## src/logic/pcs_pkg.sv

```systemverilog
/*
  Package of the program counter sequencer: file addresses, field positions,
  reset values, cycle costs, the decoded operation kinds and the operation carrier.
  Assumes a core decoder that presents one decoded operation per instruction cycle.
*/
`default_nettype none

package pcs_pkg;

  // ****************************************************************
  // widths and addresses
  // ****************************************************************
  localparam int CNT_W_DEF = 12;
  localparam int STACK_DEPTH_DEF = 8;
  localparam logic [4:0] ADDR_COUNTER_LOW = 5'h02;
  localparam logic [4:0] ADDR_CORE_STATUS = 5'h03;
  localparam logic [4:0] ADDR_PORT_DATA = 5'h05;

  // ****************************************************************
  // fields and reset values
  // ****************************************************************
  localparam int PAGE_LSB = 5;
  localparam int PAGE_MSB = 7;
  localparam logic [7:0] CORE_STATUS_RESET = 8'h00;
  localparam logic [7:0] PORT_DATA_RESET = 8'h00;
  localparam logic [11:0] IRQ_VECTOR = 12'h000;

  // ****************************************************************
  // timing, in instruction cycles unless noted
  // ****************************************************************
  localparam logic [1:0] CLKS_PER_ICYC_COMPAT_M1 = 2'h3;
  localparam logic [2:0] SKIP_CYC = 3'h2;
  localparam logic [2:0] JUMP_CYC_COMPAT = 3'h2;
  localparam logic [2:0] JUMP_CYC_TURBO = 3'h3;
  localparam logic [2:0] CNTW_CYC_COMPAT = 3'h4;
  localparam logic [2:0] CNTW_CYC_TURBO = 3'h3;
  localparam logic [2:0] IRQ_CYC = 3'h3;

  // ****************************************************************
  // decoded operations
  // ****************************************************************
  typedef enum logic [3:0] {
    OP_PLAIN = 4'h0,
    OP_SKIP_IF_BIT_HIGH = 4'h1,
    OP_ABSOLUTE_JUMP = 4'h2,
    OP_SUBROUTINE_ENTRY = 4'h3,
    OP_PAGE = 4'h4,
    OP_MOVE = 4'h5,
    OP_ADD = 4'h6,
    OP_BIT_SET = 4'h7,
    OP_BIT_CLEAR = 4'h8
  } pcs_kind_t;

  typedef struct packed {
    pcs_kind_t kind;
    logic [8:0] target;
    logic [4:0] faddr;
    logic [2:0] bitsel;
    logic [7:0] operand;
  } pcs_op_t;

endpackage

`default_nettype wire

```

## src/logic/pcs_return_stack.sv

```systemverilog
/*
  Return-address stack of the sequencer: a shift stack with no pointer.
  Assumes the sequencer pushes at most once per clock.
*/
`timescale 1ns/1ps
`default_nettype none

module pcs_return_stack import pcs_pkg::*; #(
  parameter int W = CNT_W_DEF,
  parameter int DEPTH = STACK_DEPTH_DEF
) (
  input wire logic clk,
  input wire logic resetn,
  input wire logic push,
  input wire logic [W-1:0] push_data,
  output logic [W-1:0] top
);

  logic [W-1:0] level_r [DEPTH];

  // ****************************************************************
  // push shifts every level down, the bottom word falls out
  // ****************************************************************
  always_ff @(posedge clk or negedge resetn) begin
    if (!resetn) begin
      for (int i = 0; i < DEPTH; i++) begin
        level_r[i] <= '0;
      end
    end else if (push) begin
      level_r[0] <= push_data;
      for (int i = 1; i < DEPTH; i++) begin
        level_r[i] <= level_r[i-1];
      end
    end
  end

  assign top = level_r[0];

endmodule

`default_nettype wire

```

## src/logic/pcs_sequencer.sv

```systemverilog
/*
  Program flow sequencer: program counter, page select, low counter file register,
  one port data register, cycle costs of flow changes, and the return stack.
  Assumes the core decoder holds OP steady until OP_READY and that TURBO_MODE is static.
*/
`timescale 1ns/1ps
`default_nettype none

module pcs_sequencer import pcs_pkg::*; #(
  parameter int CNT_W = CNT_W_DEF,
  parameter int STACK_DEPTH = STACK_DEPTH_DEF
) (
  input wire logic CLK,
  input wire logic RESETN,
  input wire logic TURBO_MODE,
  input wire logic IRQ_REQ,
  input wire pcs_op_t OP,
  output logic OP_READY,
  output logic [CNT_W-1:0] FETCH_ADDR,
  output logic PIPE_FLUSH,
  output logic [CNT_W-1:0] STACK_TOP,
  input wire logic [4:0] FILE_RADDR,
  output logic [7:0] FILE_RDATA,
  output logic [7:0] PORT_DRIVE,
  input wire logic [7:0] PORT_PINS
);

  localparam logic [CNT_W-1:0] CNT_RESET = '1;

  logic turbo_s1_r;
  logic turbo_r;
  logic [7:0] pins_s1_r;
  logic [7:0] pins_r;
  logic [1:0] div_r;
  logic tick;
  logic [2:0] busy_r;
  logic [2:0] busy_nxt;
  logic [CNT_W-1:0] cnt_r;
  logic [CNT_W-1:0] cnt_nxt;
  logic [CNT_W-1:0] cnt_plus1;
  logic [7:0] core_status_page_select_r;
  logic [7:0] port_data_r;
  logic [7:0] file_rdata_r;
  logic flush_r;
  logic accept;
  logic take_irq;
  logic exec;
  logic [7:0] cur;
  logic [7:0] mask;
  logic [7:0] wr_data;
  logic wr_en;
  logic cnt_wr;
  logic skip_hit;
  logic push;
  logic [2:0] page;

  function automatic logic [7:0] file_val(input logic [4:0] a, input logic [7:0] low,
                                          input logic [7:0] stat, input logic [7:0] pins);
    logic [7:0] v;
    v = 8'h00;
    case (a)
      ADDR_COUNTER_LOW: v = low;
      ADDR_CORE_STATUS: v = stat;
      ADDR_PORT_DATA: v = pins;
      default: v = 8'h00;
    endcase
    return v;
  endfunction

  // ****************************************************************
  // synchronisers for mode and pins
  // ****************************************************************
  always_ff @(posedge CLK or negedge RESETN) begin
    if (!RESETN) begin
      turbo_s1_r <= 1'b0;
      turbo_r <= 1'b0;
      pins_s1_r <= 8'h00;
      pins_r <= 8'h00;
    end else begin
      turbo_s1_r <= TURBO_MODE;
      turbo_r <= turbo_s1_r;
      pins_s1_r <= PORT_PINS;
      pins_r <= pins_s1_r;
    end
  end

  // ****************************************************************
  // instruction cycle timing
  // ****************************************************************
  always_ff @(posedge CLK or negedge RESETN) begin
    if (!RESETN) begin
      div_r <= 2'h0;
    end else if (turbo_r) begin
      div_r <= 2'h0;
    end else begin
      div_r <= div_r + 2'h1;
    end
  end

  assign tick = turbo_r || (div_r == CLKS_PER_ICYC_COMPAT_M1);
  assign OP_READY = tick && (busy_r == 3'h0);
  assign accept = OP_READY;
  assign take_irq = accept && IRQ_REQ;
  assign exec = accept && !IRQ_REQ;

  // ****************************************************************
  // operand fetch and modify
  // ****************************************************************
  assign cnt_plus1 = cnt_r + CNT_W'(1);
  assign page = core_status_page_select_r[PAGE_MSB:PAGE_LSB];
  assign cur = file_val(OP.faddr, cnt_plus1[7:0], core_status_page_select_r, pins_r);
  assign mask = 8'h01 << OP.bitsel;
  assign skip_hit = exec && (OP.kind == OP_SKIP_IF_BIT_HIGH) && cur[OP.bitsel];
  assign push = exec && (OP.kind == OP_SUBROUTINE_ENTRY);

  always_comb begin
    wr_en = exec;
    case (OP.kind)
      OP_MOVE: wr_data = OP.operand;
      OP_ADD: wr_data = cur + OP.operand;
      OP_BIT_SET: wr_data = cur | mask;
      OP_BIT_CLEAR: wr_data = cur & ~mask;
      default: begin
        wr_data = cur;
        wr_en = 1'b0;
      end
    endcase
  end

  assign cnt_wr = wr_en && (OP.faddr == ADDR_COUNTER_LOW);

  // ****************************************************************
  // next counter value and stall cost
  // ****************************************************************
  always_comb begin
    cnt_nxt = cnt_r;
    busy_nxt = 3'h0;
    if (take_irq) begin
      cnt_nxt = CNT_W'(IRQ_VECTOR);
      busy_nxt = IRQ_CYC - 3'h1;
    end else if (exec) begin
      case (OP.kind)
        OP_ABSOLUTE_JUMP: begin
          cnt_nxt = CNT_W'({page, OP.target});
          busy_nxt = (turbo_r ? JUMP_CYC_TURBO : JUMP_CYC_COMPAT) - 3'h1;
        end
        OP_SUBROUTINE_ENTRY: begin
          cnt_nxt = CNT_W'({page, 1'b0, OP.target[7:0]});
          busy_nxt = (turbo_r ? JUMP_CYC_TURBO : JUMP_CYC_COMPAT) - 3'h1;
        end
        OP_SKIP_IF_BIT_HIGH: begin
          if (skip_hit) begin
            cnt_nxt = cnt_r + CNT_W'(2);
            busy_nxt = SKIP_CYC - 3'h1;
          end else begin
            cnt_nxt = cnt_plus1;
          end
        end
        default: begin
          if (cnt_wr) begin
            cnt_nxt = {cnt_r[CNT_W-1:8], wr_data};
            busy_nxt = (turbo_r ? CNTW_CYC_TURBO : CNTW_CYC_COMPAT) - 3'h1;
          end else begin
            cnt_nxt = cnt_plus1;
          end
        end
      endcase
    end
  end

  always_ff @(posedge CLK or negedge RESETN) begin
    if (!RESETN) begin
      cnt_r <= CNT_RESET;
    end else begin
      cnt_r <= cnt_nxt;
    end
  end

  // cancelled instructions occupy the slots counted here
  always_ff @(posedge CLK or negedge RESETN) begin
    if (!RESETN) begin
      busy_r <= 3'h0;
      flush_r <= 1'b0;
    end else begin
      flush_r <= accept && (busy_nxt != 3'h0);
      if (accept) begin
        busy_r <= busy_nxt;
      end else if (tick && (busy_r != 3'h0)) begin
        busy_r <= busy_r - 3'h1;
      end
    end
  end

  // ****************************************************************
  // file registers
  // ****************************************************************
  always_ff @(posedge CLK or negedge RESETN) begin
    if (!RESETN) begin
      core_status_page_select_r <= CORE_STATUS_RESET;
    end else if (exec && (OP.kind == OP_PAGE)) begin
      core_status_page_select_r[PAGE_MSB:PAGE_LSB] <= OP.operand[2:0];
    end else if (wr_en && (OP.faddr == ADDR_CORE_STATUS)) begin
      core_status_page_select_r <= wr_data;
    end
  end

  // software keeps a spacer between port read-modify-writes, pins lag the write
  always_ff @(posedge CLK or negedge RESETN) begin
    if (!RESETN) begin
      port_data_r <= PORT_DATA_RESET;
    end else if (wr_en && (OP.faddr == ADDR_PORT_DATA)) begin
      port_data_r <= wr_data;
    end
  end

  always_ff @(posedge CLK or negedge RESETN) begin
    if (!RESETN) begin
      file_rdata_r <= 8'h00;
    end else begin
      file_rdata_r <= file_val(FILE_RADDR, cnt_plus1[7:0], core_status_page_select_r, pins_r);
    end
  end

  // ****************************************************************
  // return stack
  // ****************************************************************
  pcs_return_stack #(
    .W(CNT_W),
    .DEPTH(STACK_DEPTH)
  ) u_stack (
    .clk(CLK),
    .resetn(RESETN),
    .push(push),
    .push_data(cnt_plus1),
    .top(STACK_TOP)
  );

  assign FETCH_ADDR = cnt_r;
  assign PIPE_FLUSH = flush_r;
  assign FILE_RDATA = file_rdata_r;
  assign PORT_DRIVE = port_data_r;

  // ****************************************************************
  // checks
  // ****************************************************************
  chk_reset_top: assert property (@(posedge CLK) disable iff (!RESETN)
    !$past(RESETN) |-> (FETCH_ADDR == CNT_RESET))
    else $error("counter not at top address after reset");

  chk_seq_step: assert property (@(posedge CLK) disable iff (!RESETN)
    (exec && (OP.kind == OP_PLAIN)) |=> (FETCH_ADDR == $past(cnt_r) + CNT_W'(1)))
    else $error("counter did not advance by one");

  chk_irq_vector: assert property (@(posedge CLK) disable iff (!RESETN)
    take_irq |=> (FETCH_ADDR == CNT_W'(IRQ_VECTOR)) && !OP_READY)
    else $error("interrupt did not vector to bottom");

  chk_skip_two: assert property (@(posedge CLK) disable iff (!RESETN)
    skip_hit |=> (FETCH_ADDR == $past(cnt_r) + CNT_W'(2)) && !OP_READY)
    else $error("skip did not add two and stall");

  chk_jump_target: assert property (@(posedge CLK) disable iff (!RESETN)
    (exec && (OP.kind == OP_ABSOLUTE_JUMP))
      |=> (FETCH_ADDR == CNT_W'({$past(page), $past(OP.target)})))
    else $error("jump target wrong");

  chk_call_target: assert property (@(posedge CLK) disable iff (!RESETN)
    push |=> (FETCH_ADDR == CNT_W'({$past(page), 1'b0, $past(OP.target[7:0])}))
      && (STACK_TOP == $past(cnt_r) + CNT_W'(1)))
    else $error("subroutine entry target or return address wrong");

  chk_page_only: assert property (@(posedge CLK) disable iff (!RESETN)
    (exec && (OP.kind == OP_PAGE)) |=> (page == $past(OP.operand[2:0]))
      && (core_status_page_select_r[4:0] == $past(core_status_page_select_r[4:0])))
    else $error("page operation disturbed other bits");

  chk_low_write: assert property (@(posedge CLK) disable iff (!RESETN)
    cnt_wr |=> (FETCH_ADDR[CNT_W-1:8] == $past(cnt_r[CNT_W-1:8]))
      && (FETCH_ADDR[7:0] == $past(wr_data)) && PIPE_FLUSH)
    else $error("low counter write reached upper bits");

  chk_jump_turbo: assert property (@(posedge CLK) disable iff (!RESETN)
    (turbo_r && exec && (OP.kind == OP_ABSOLUTE_JUMP)) |=> (!OP_READY)[*2] ##1 OP_READY)
    else $error("turbo jump cost not three cycles");

  chk_low_compat: assert property (@(posedge CLK) disable iff (!RESETN)
    (!turbo_r && $stable(turbo_r) && cnt_wr) |=> (!OP_READY)[*8] ##8 OP_READY)
    else $error("compatible low counter jump cost not four cycles");

endmodule

`default_nettype wire

```

## config.mk

```make
export PLATFORM = sky130hd
export DESIGN_NAME = pcs_sequencer
export DESIGN_NICKNAME = d
export VERILOG_FILES = /design/src/logic/pcs_pkg.sv /design/src/logic/pcs_return_stack.sv /design/src/logic/pcs_sequencer.sv
export SDC_FILE = /design/constraint.sdc
export NUM_CORES = 1
export LEC_CHECK = 0
export BUFFER_PORTS_ARGS = -buffer_cell sky130_fd_sc_hd__buf_2
export CORE_MARGIN = 2
export CORE_UTILIZATION = 40
export DETAILED_ROUTE_END_ITERATION = 10
export SLEW_MARGIN = 5
export SYNTH_ARGS = -nofsm -noshare
export SYNTH_HDL_FRONTEND = slang
export SYNTH_HIERARCHICAL = 1
export SYNTH_SLANG_ARGS = --single-unit
```

## constraint.sdc

```tcl
create_clock -name CLK -period 4 [get_ports CLK]
set_input_delay 0 -clock CLK [delete_from_list [all_inputs] [get_ports CLK]]
set_output_delay 0 -clock CLK [all_outputs]
set_load 0.005 [all_outputs]
```

# After elaboration in Yosys (flattened, before gate mapping)
# Index checks and enable logic that the tools add are counted.
dict set report totals {
  output_inout_bits 42
  in_bits 46
  regBits 72
  wordCells 90
}
dict set report op_classes {
  addsub 7
  eq_ne 16
  mux 23
  shift 1
  n_lt_le_gt_ge 1
  n_bitwise 4
  n_reduce_logical 24
}
# cell count
set op_table {}
lappend op_table {{$mux 12} 4}
lappend op_table {{$pmux 8 s3} 2}
lappend op_table {{$pmux 12 s3} 1}
lappend op_table {{$pmux 8 s4} 1}
lappend op_table {{$mux 3} 7}
lappend op_table {{$eq 5x2->1 const B} 4}
lappend op_table {{$eq 4x3->1 const B} 4}
lappend op_table {{$add 12x1->12 const B} 1}
lappend op_table {{$add 12x2->12 const B} 1}
lappend op_table {{$logic_and 1x1->1} 12}
lappend op_table {{$eq 5x3->1 const B} 2}
lappend op_table {{$add 8x8->8} 1}
lappend op_table {{$and 8x8->8} 1}
lappend op_table {{$eq 4x2->1 const B} 2}
lappend op_table {{$mux 8} 1}
lappend op_table {{$not 8->8} 1}
lappend op_table {{$or 8x8->8} 1}
lappend op_table {{$shl 1x3->8 const A} 1}
lappend op_table {{$pmux 3 s2} 1}
lappend op_table {{$reduce_bool 2->1} 3}
lappend op_table {{$reduce_bool 3->1} 2}
lappend op_table {{$sub 3x1->3 const B} 2}
lappend op_table {{$ne 5x2->1 const B} 1}
lappend op_table {{$eq 4x1->1 const B} 1}
lappend op_table {{15 further kinds} 19}

# Depth between registers and ports, before layout
dict set report depth {
  word_depth 12
  depth_mapped 15
  mapped_depth_nobuf 14
}

# Hierarchy
# The synthesis kept the hierarchy.
# mod area_per_inst_um2 n_inst seq_area_each_um2 cells_each
set modules_own_cells {}
lappend modules_own_cells {pcs_sequencer 4145.2 1 1516.5 471}
lappend modules_own_cells {pcs_return_stack 484.2 1 300.3 25}

# Worst setup path before layout
# No wires, ideal clock.
dict set report synth_timing {
  path_kind {flip-flop to flip-flop}
  from {reg cnt_r[1], in the netlist FETCH_ADDR[1]}
  to {reg cnt_r[7], in the netlist FETCH_ADDR[7]}
  period_less_slack_ns 3.179
  setup_ns 0.084
  t_arrival_ns 3.095
  t_required_ns 3.916
  stages_incl_launch_ff 13
  slack_ns 0.821
  cell_sequence {dfstp_2 ha_1 mux2_2 a22o_1 ha_1 a211oi_1 o21bai_1 a2111oi_0 nor3_1 xor2_1 o211ai_1 a221oi_1 nor2_1}
}
dict set report synth_via {
  elab_chain_len 9
  word_cells_on_any_way 15
  cone_classes {add/sub (3); mux (9); bitwise (2); reduce/logical (1)}
}
# item line
set synth_rtl {}
lappend synth_rtl {{start, declared} pcs_sequencer.sv:38} ;# logic [CNT_W-1:0] cnt_r;
lappend synth_rtl {{start signal, assigned} pcs_sequencer.sv:175} ;# cnt_r <= cnt_nxt;
lappend synth_rtl {{$add 12x1->12 (*)} pcs_sequencer.sv:109} ;# assign cnt_plus1 = cnt_r + CNT_W'(1);
lappend synth_rtl {{named net cnt_plus1[1]} pcs_sequencer.sv:40} ;# logic [CNT_W-1:0] cnt_plus1;
lappend synth_rtl {{$pmux 8 s3 (*)} pcs_sequencer.sv:61} ;# case (a)
lappend synth_rtl {{parallel branches: the longest is 4 deep, another holds $add 8x8->8} -}
lappend synth_rtl {{$pmux 12 s3 (*)} pcs_sequencer.sv:142} ;# case (OP.kind)
lappend synth_rtl {{$mux 12 (*)} pcs_sequencer.sv:141} ;# end else if (exec) begin
lappend synth_rtl {{$mux 12 (*)} pcs_sequencer.sv:138} ;# if (take_irq) begin
# Mark *: on every way through the listed nets, which the timed path passes. The select of a mux whose other input is x is not followed.
# A chain may end at the register's enable or synchronous reset.

# Worst setup path in the final report
dict set report layout_timing {
  from {reg cnt_r[2], in the netlist FETCH_ADDR[2]}
  to {reg cnt_r[7], in the netlist FETCH_ADDR[7]}
}
dict set report layout_via {
  elab_chain_len 9
  word_cells_on_any_way 15
  cone_classes {add/sub (3); mux (9); bitwise (2); reduce/logical (1)}
}
# item line
set layout_rtl {}
lappend layout_rtl {{parallel branches: the longest is 6 deep, another holds $add 12x1->12} -}
lappend layout_rtl {{$pmux 12 s3 (*)} pcs_sequencer.sv:142}
lappend layout_rtl {{$mux 12 (*)} pcs_sequencer.sv:141}
lappend layout_rtl {{$mux 12 (*)} pcs_sequencer.sv:138}
# Every way passes the cells marked *. The select of a mux whose other input is x is not followed.

==> qor.yml <==
synth_sequential_area_ratio_pct: 39.2
synth_enable_flop_cells: 0
ctsHtreeMaxLevel: 3
layout_stage_area_growth_over_the_synthesis_result_pct: 22.6
powerDensity_mw_per_mm2: 449
reg2reg_to: "FETCH_ADDR[7]"
cp_required_ns: 4.26
port_buffer_count: 87
clkTransAtPathRegs_ns: 0.06
rrSetupSlack_ns: 0.35
first_global_vias: 4301
fp.dieH_um: 112
groute.usage.overall_pct: 23.9
routed_via_density: 5.84
timing.clock.skew_ns: 0.00918
antenna_violations_before_repair: 0
min_period_over_period_pct: 91.1
post-route-drc-count: 0
detailedRoute.firstPassIterationCount: 5
worst_r2r_startpoint: "FETCH_ADDR[2]"
yosys.area_share.simple_pct: 19.4
worst_skew_pair_latency_ns: 0.34
initialDrtViolationCount: 335
placed_cells_incl_taps: 715
synth_xor_area_share_pct: 3.00
floorplan.initialDensity_pct: 40.7
total_count_of_max_transition_violations_in_the_final_report: 0
antennaDiodeCount: 0
final_period_minus_worst_setup_slack_ns: 3.65
grt_setup_unrepaired: "no"
cp_max_fo: 9
route.detailed.wl_per_inst_um: 19.7
gpl.final_weighted_congestion: 0.941
final_antenna_violating_net_count: 0
power.ir.vdd_worst_mv: 0.246
num_vias: 4355
grt_start_max_net_pins: 38
netlist_instances: 496
worst_setup_path_endpoint: "FETCH_ADDR[7]"
synth_compound_gate_area_share_pct: 23.1
max_cap_viol_count: 0
yosysWarningCount: 6
coreArea_mm2: 0.0114
outcome: "completed"
max_clock_freq_mhz: 274
power.leakage_uw: 0.00260
worstSetupStartpointType: "flop"
finalSetupViolations: 0
grt-ovfl-total: 0
ioPinCount: 88
number_of_buffers_inserted_during_clock_tree_synthesis: 9
critical_path.startpoint: "FETCH_ADDR[2]"
critical_path_arrival_ns: 3.90
detailed_place_hpwl_mm: 11.2
postSynthRegisterBits: 72
nets: 657
post-route-util_pct: 49.9
cell_count_of_the_worst_reg_to_reg_path: 14
synth_top_family_by_area: "compound AO/OA/AOI/OAI gates"
clock-sinks: 72
slew-limit-headroom_pct: 22.3
dieWidth_um: 112
drive_above_1_share_pct: 26.7
cts-root-to-sink-buffers: 2
routed_wl_mm: 14.7
crit_type: "reg -> reg"
postSynth.asyncResetShare_pct: 100
die_area_mm2: 0.0125
main_synth_ff_type: "sky130_fd_sc_hd__dfrtp_1"
post_synth_mux_area_share_pct: 7.38
synthesis.area_mm2: 0.00463
hold_path_class: "in -> reg"
critPathCaptureType: "flop"
setup_total_negative_slack_ns: 0
post_synth.cell_area_avg_um2: 9.33
clock_tree_from_tritoncts: "yes"
synthDistinctLibCells: 71
wire_length_of_the_first_global_routing_pass_mm: 23.5
synth_adder_area_share_pct: 3.68
final-instance-count-excl-fill: 746
mappedNetlistNets: 555
worstMarginPinSlew_ns: 1.15
clock_root_buffer_master: "sky130_fd_sc_hd__clkbuf_16"
rows: 39
report.final.hold_viol_count: 0
[report_power, final]
group / internal (uW) / total, uW / switching, uW
logic: 318 / 702 / 384
registers: 861 / 1020 / 159
clock network: 506 / 826 / 321
[how the worst min path moves through the flow]
stage / from / end / slack [ns] / cells past startpoint
final: OP[18] / FETCH_ADDR[2] / 0.02 / 3
after global routing: OP[18] / FETCH_ADDR[2] / 0.03 / 3
after CTS: OP[18] / FETCH_ADDR[2] / 0.02 / 3
after detailed placement: TURBO_MODE / turbo_s1_r / 0.11 / 1
after global placement: TURBO_MODE / turbo_s1_r / 0.11 / 1
after floorplan: RESETN / FILE_RDATA[0] / -0.30 / 0
[layout by cell type (no fill, tap or decap), types with 10 or more instances in the layout]
master and instances:
sky130_fd_sc_hd__mux2_4 10, sky130_fd_sc_hd__ha_1 11, sky130_fd_sc_hd__nand3_1 11, sky130_fd_sc_hd__dfrtp_1 60, sky130_fd_sc_hd__nor2_1 34, sky130_fd_sc_hd__xnor2_1 10
sky130_fd_sc_hd__dlygate4sd3_1 14, sky130_fd_sc_hd__buf_2 87, sky130_fd_sc_hd__buf_4 16, sky130_fd_sc_hd__nand2_1 59, sky130_fd_sc_hd__dfstp_2 12, sky130_fd_sc_hd__o21ai_0 37
sky130_fd_sc_hd__a21oi_1 25, sky130_fd_sc_hd__inv_1 16
[Yosys cell counts (all sizes together), types with 4 or more instances]
cell type | instances | share of area, %
nand2b | 6 | 0.81
o21a | 7 | 1.1
nor4b | 4 | 1.2
inv | 16 | 1.3
nand4 | 6 | 0.81
nor2 | 34 | 2.8
o221ai | 4 | 0.76
nor2b | 8 | 1.1
xnor2 | 11 | 2.2
nor3 | 9 | 1.2
mux2i | 9 | 1.9
nand2 | 59 | 4.8
a22o | 7 | 1.3
nand3 | 11 | 1.2
mux2 | 19 | 5.4
a31oi | 4 | 0.54
buf | 11 | 1.8
a22oi | 8 | 1.3
o31ai | 5 | 0.81
o22ai | 5 | 0.95
xor2 | 4 | 0.76
and3 | 5 | 0.68
nand3b | 6 | 0.97
dfrtp | 60 | 32
and2 | 5 | 0.68
o211ai | 5 | 0.81
ha | 12 | 3.2
a211oi | 5 | 0.81
a21oi | 26 | 3.1
o21ai | 48 | 5.4
nor3b | 4 | 0.65
dfstp | 12 | 6.8
clkbuf | 15 | 1.2
[sequential cells by signal, summed over array words and instances, names as in the netlist]
register	count
FETCH_ADDR	12
u_stack/top	12
FILE_RDATA	8
PORT_DRIVE	8
core_status_page_select_r	8
pins_r	8
pins_s1_r	8
busy_r	3
div_r	2
PIPE_FLUSH	1
turbo_r	1
turbo_s1_r	1
[through the flow]
stage                     area [um^2]  setup WS (ns)  hold WS (ns)  power (uW)
final                            5680          0.354        0.0169        2550
after floorplan                  4630          0.821        -0.296        1400
after global routing             5680         0.0574        0.0298        2680
after CTS                        5660          0.331        0.0160        2560
after global placement           5220          0.484         0.108        1700
after detailed placement         5220          0.362         0.109        1710
[what timing repair did]
item,4_1_cts,5_1_grt
hold buffers,14,0
buffers inserted,0,1
hold endpoints to repair,45,0
resized for setup,0,2
endpoints found under the setup margin,0,1
[worst max-delay path, cell delays in order, from the launching register on]
cell	delay, ns
sky130_fd_sc_hd__dfstp_2	0.63
sky130_fd_sc_hd__ha_2	0.29
sky130_fd_sc_hd__and2_1	0.24
sky130_fd_sc_hd__xnor2_1	0.27
sky130_fd_sc_hd__o22ai_2	0.17
sky130_fd_sc_hd__ha_1	0.36
sky130_fd_sc_hd__o21ai_0	0.12
sky130_fd_sc_hd__o21bai_1	0.13
sky130_fd_sc_hd__a2111oi_1	0.42
sky130_fd_sc_hd__nor3_1	0.13
sky130_fd_sc_hd__xor2_1	0.17
sky130_fd_sc_hd__o211ai_1	0.11
sky130_fd_sc_hd__buf_4	0.16
sky130_fd_sc_hd__a221oi_1	0.28
sky130_fd_sc_hd__nor2_1	0.08
[kinds of logic after synthesis]
| kind of cell | after synthesis |
|---|---|
| adder cells (fa/ha/maj) | 13 |
| multiplexers | 28 |
| XOR/XNOR | 15 |
| buffers and inverters | 42 |
| flip-flops | 72 |
| AND/OR/NAND/NOR | 170 |
| AO/OA/AOI/OAI | 156 |
[cell type report]
cell class / instances / area (um^2)
Clock buffer: 11 / 243
Clock inverter: 5 / 63.8
Fill cell: 1056 / 5690
Inverter: 16 / 60.1
Multi-Input combinational cell: 382 / 2620
Sequential cell: 72 / 1820
Tap cell: 143 / 179
Timing Repair Buffer: 117 / 696
[metal layers]
metal / track usage (%) / wire length (um) / part of all wire, % / vias to the layer above
met3: 4.68 / 977 / 6.7 / 28
met1: 32.9 / 6630 / 45 / 2120
li1: - / - / - / 2048
met2: 36.8 / 6540 / 45 / 159
met5: 0 / 0 / 0 / -
met4: 10.5 / 517 / 3.5 / 0
No activity file was read; power rests on OpenSTA's default activity.
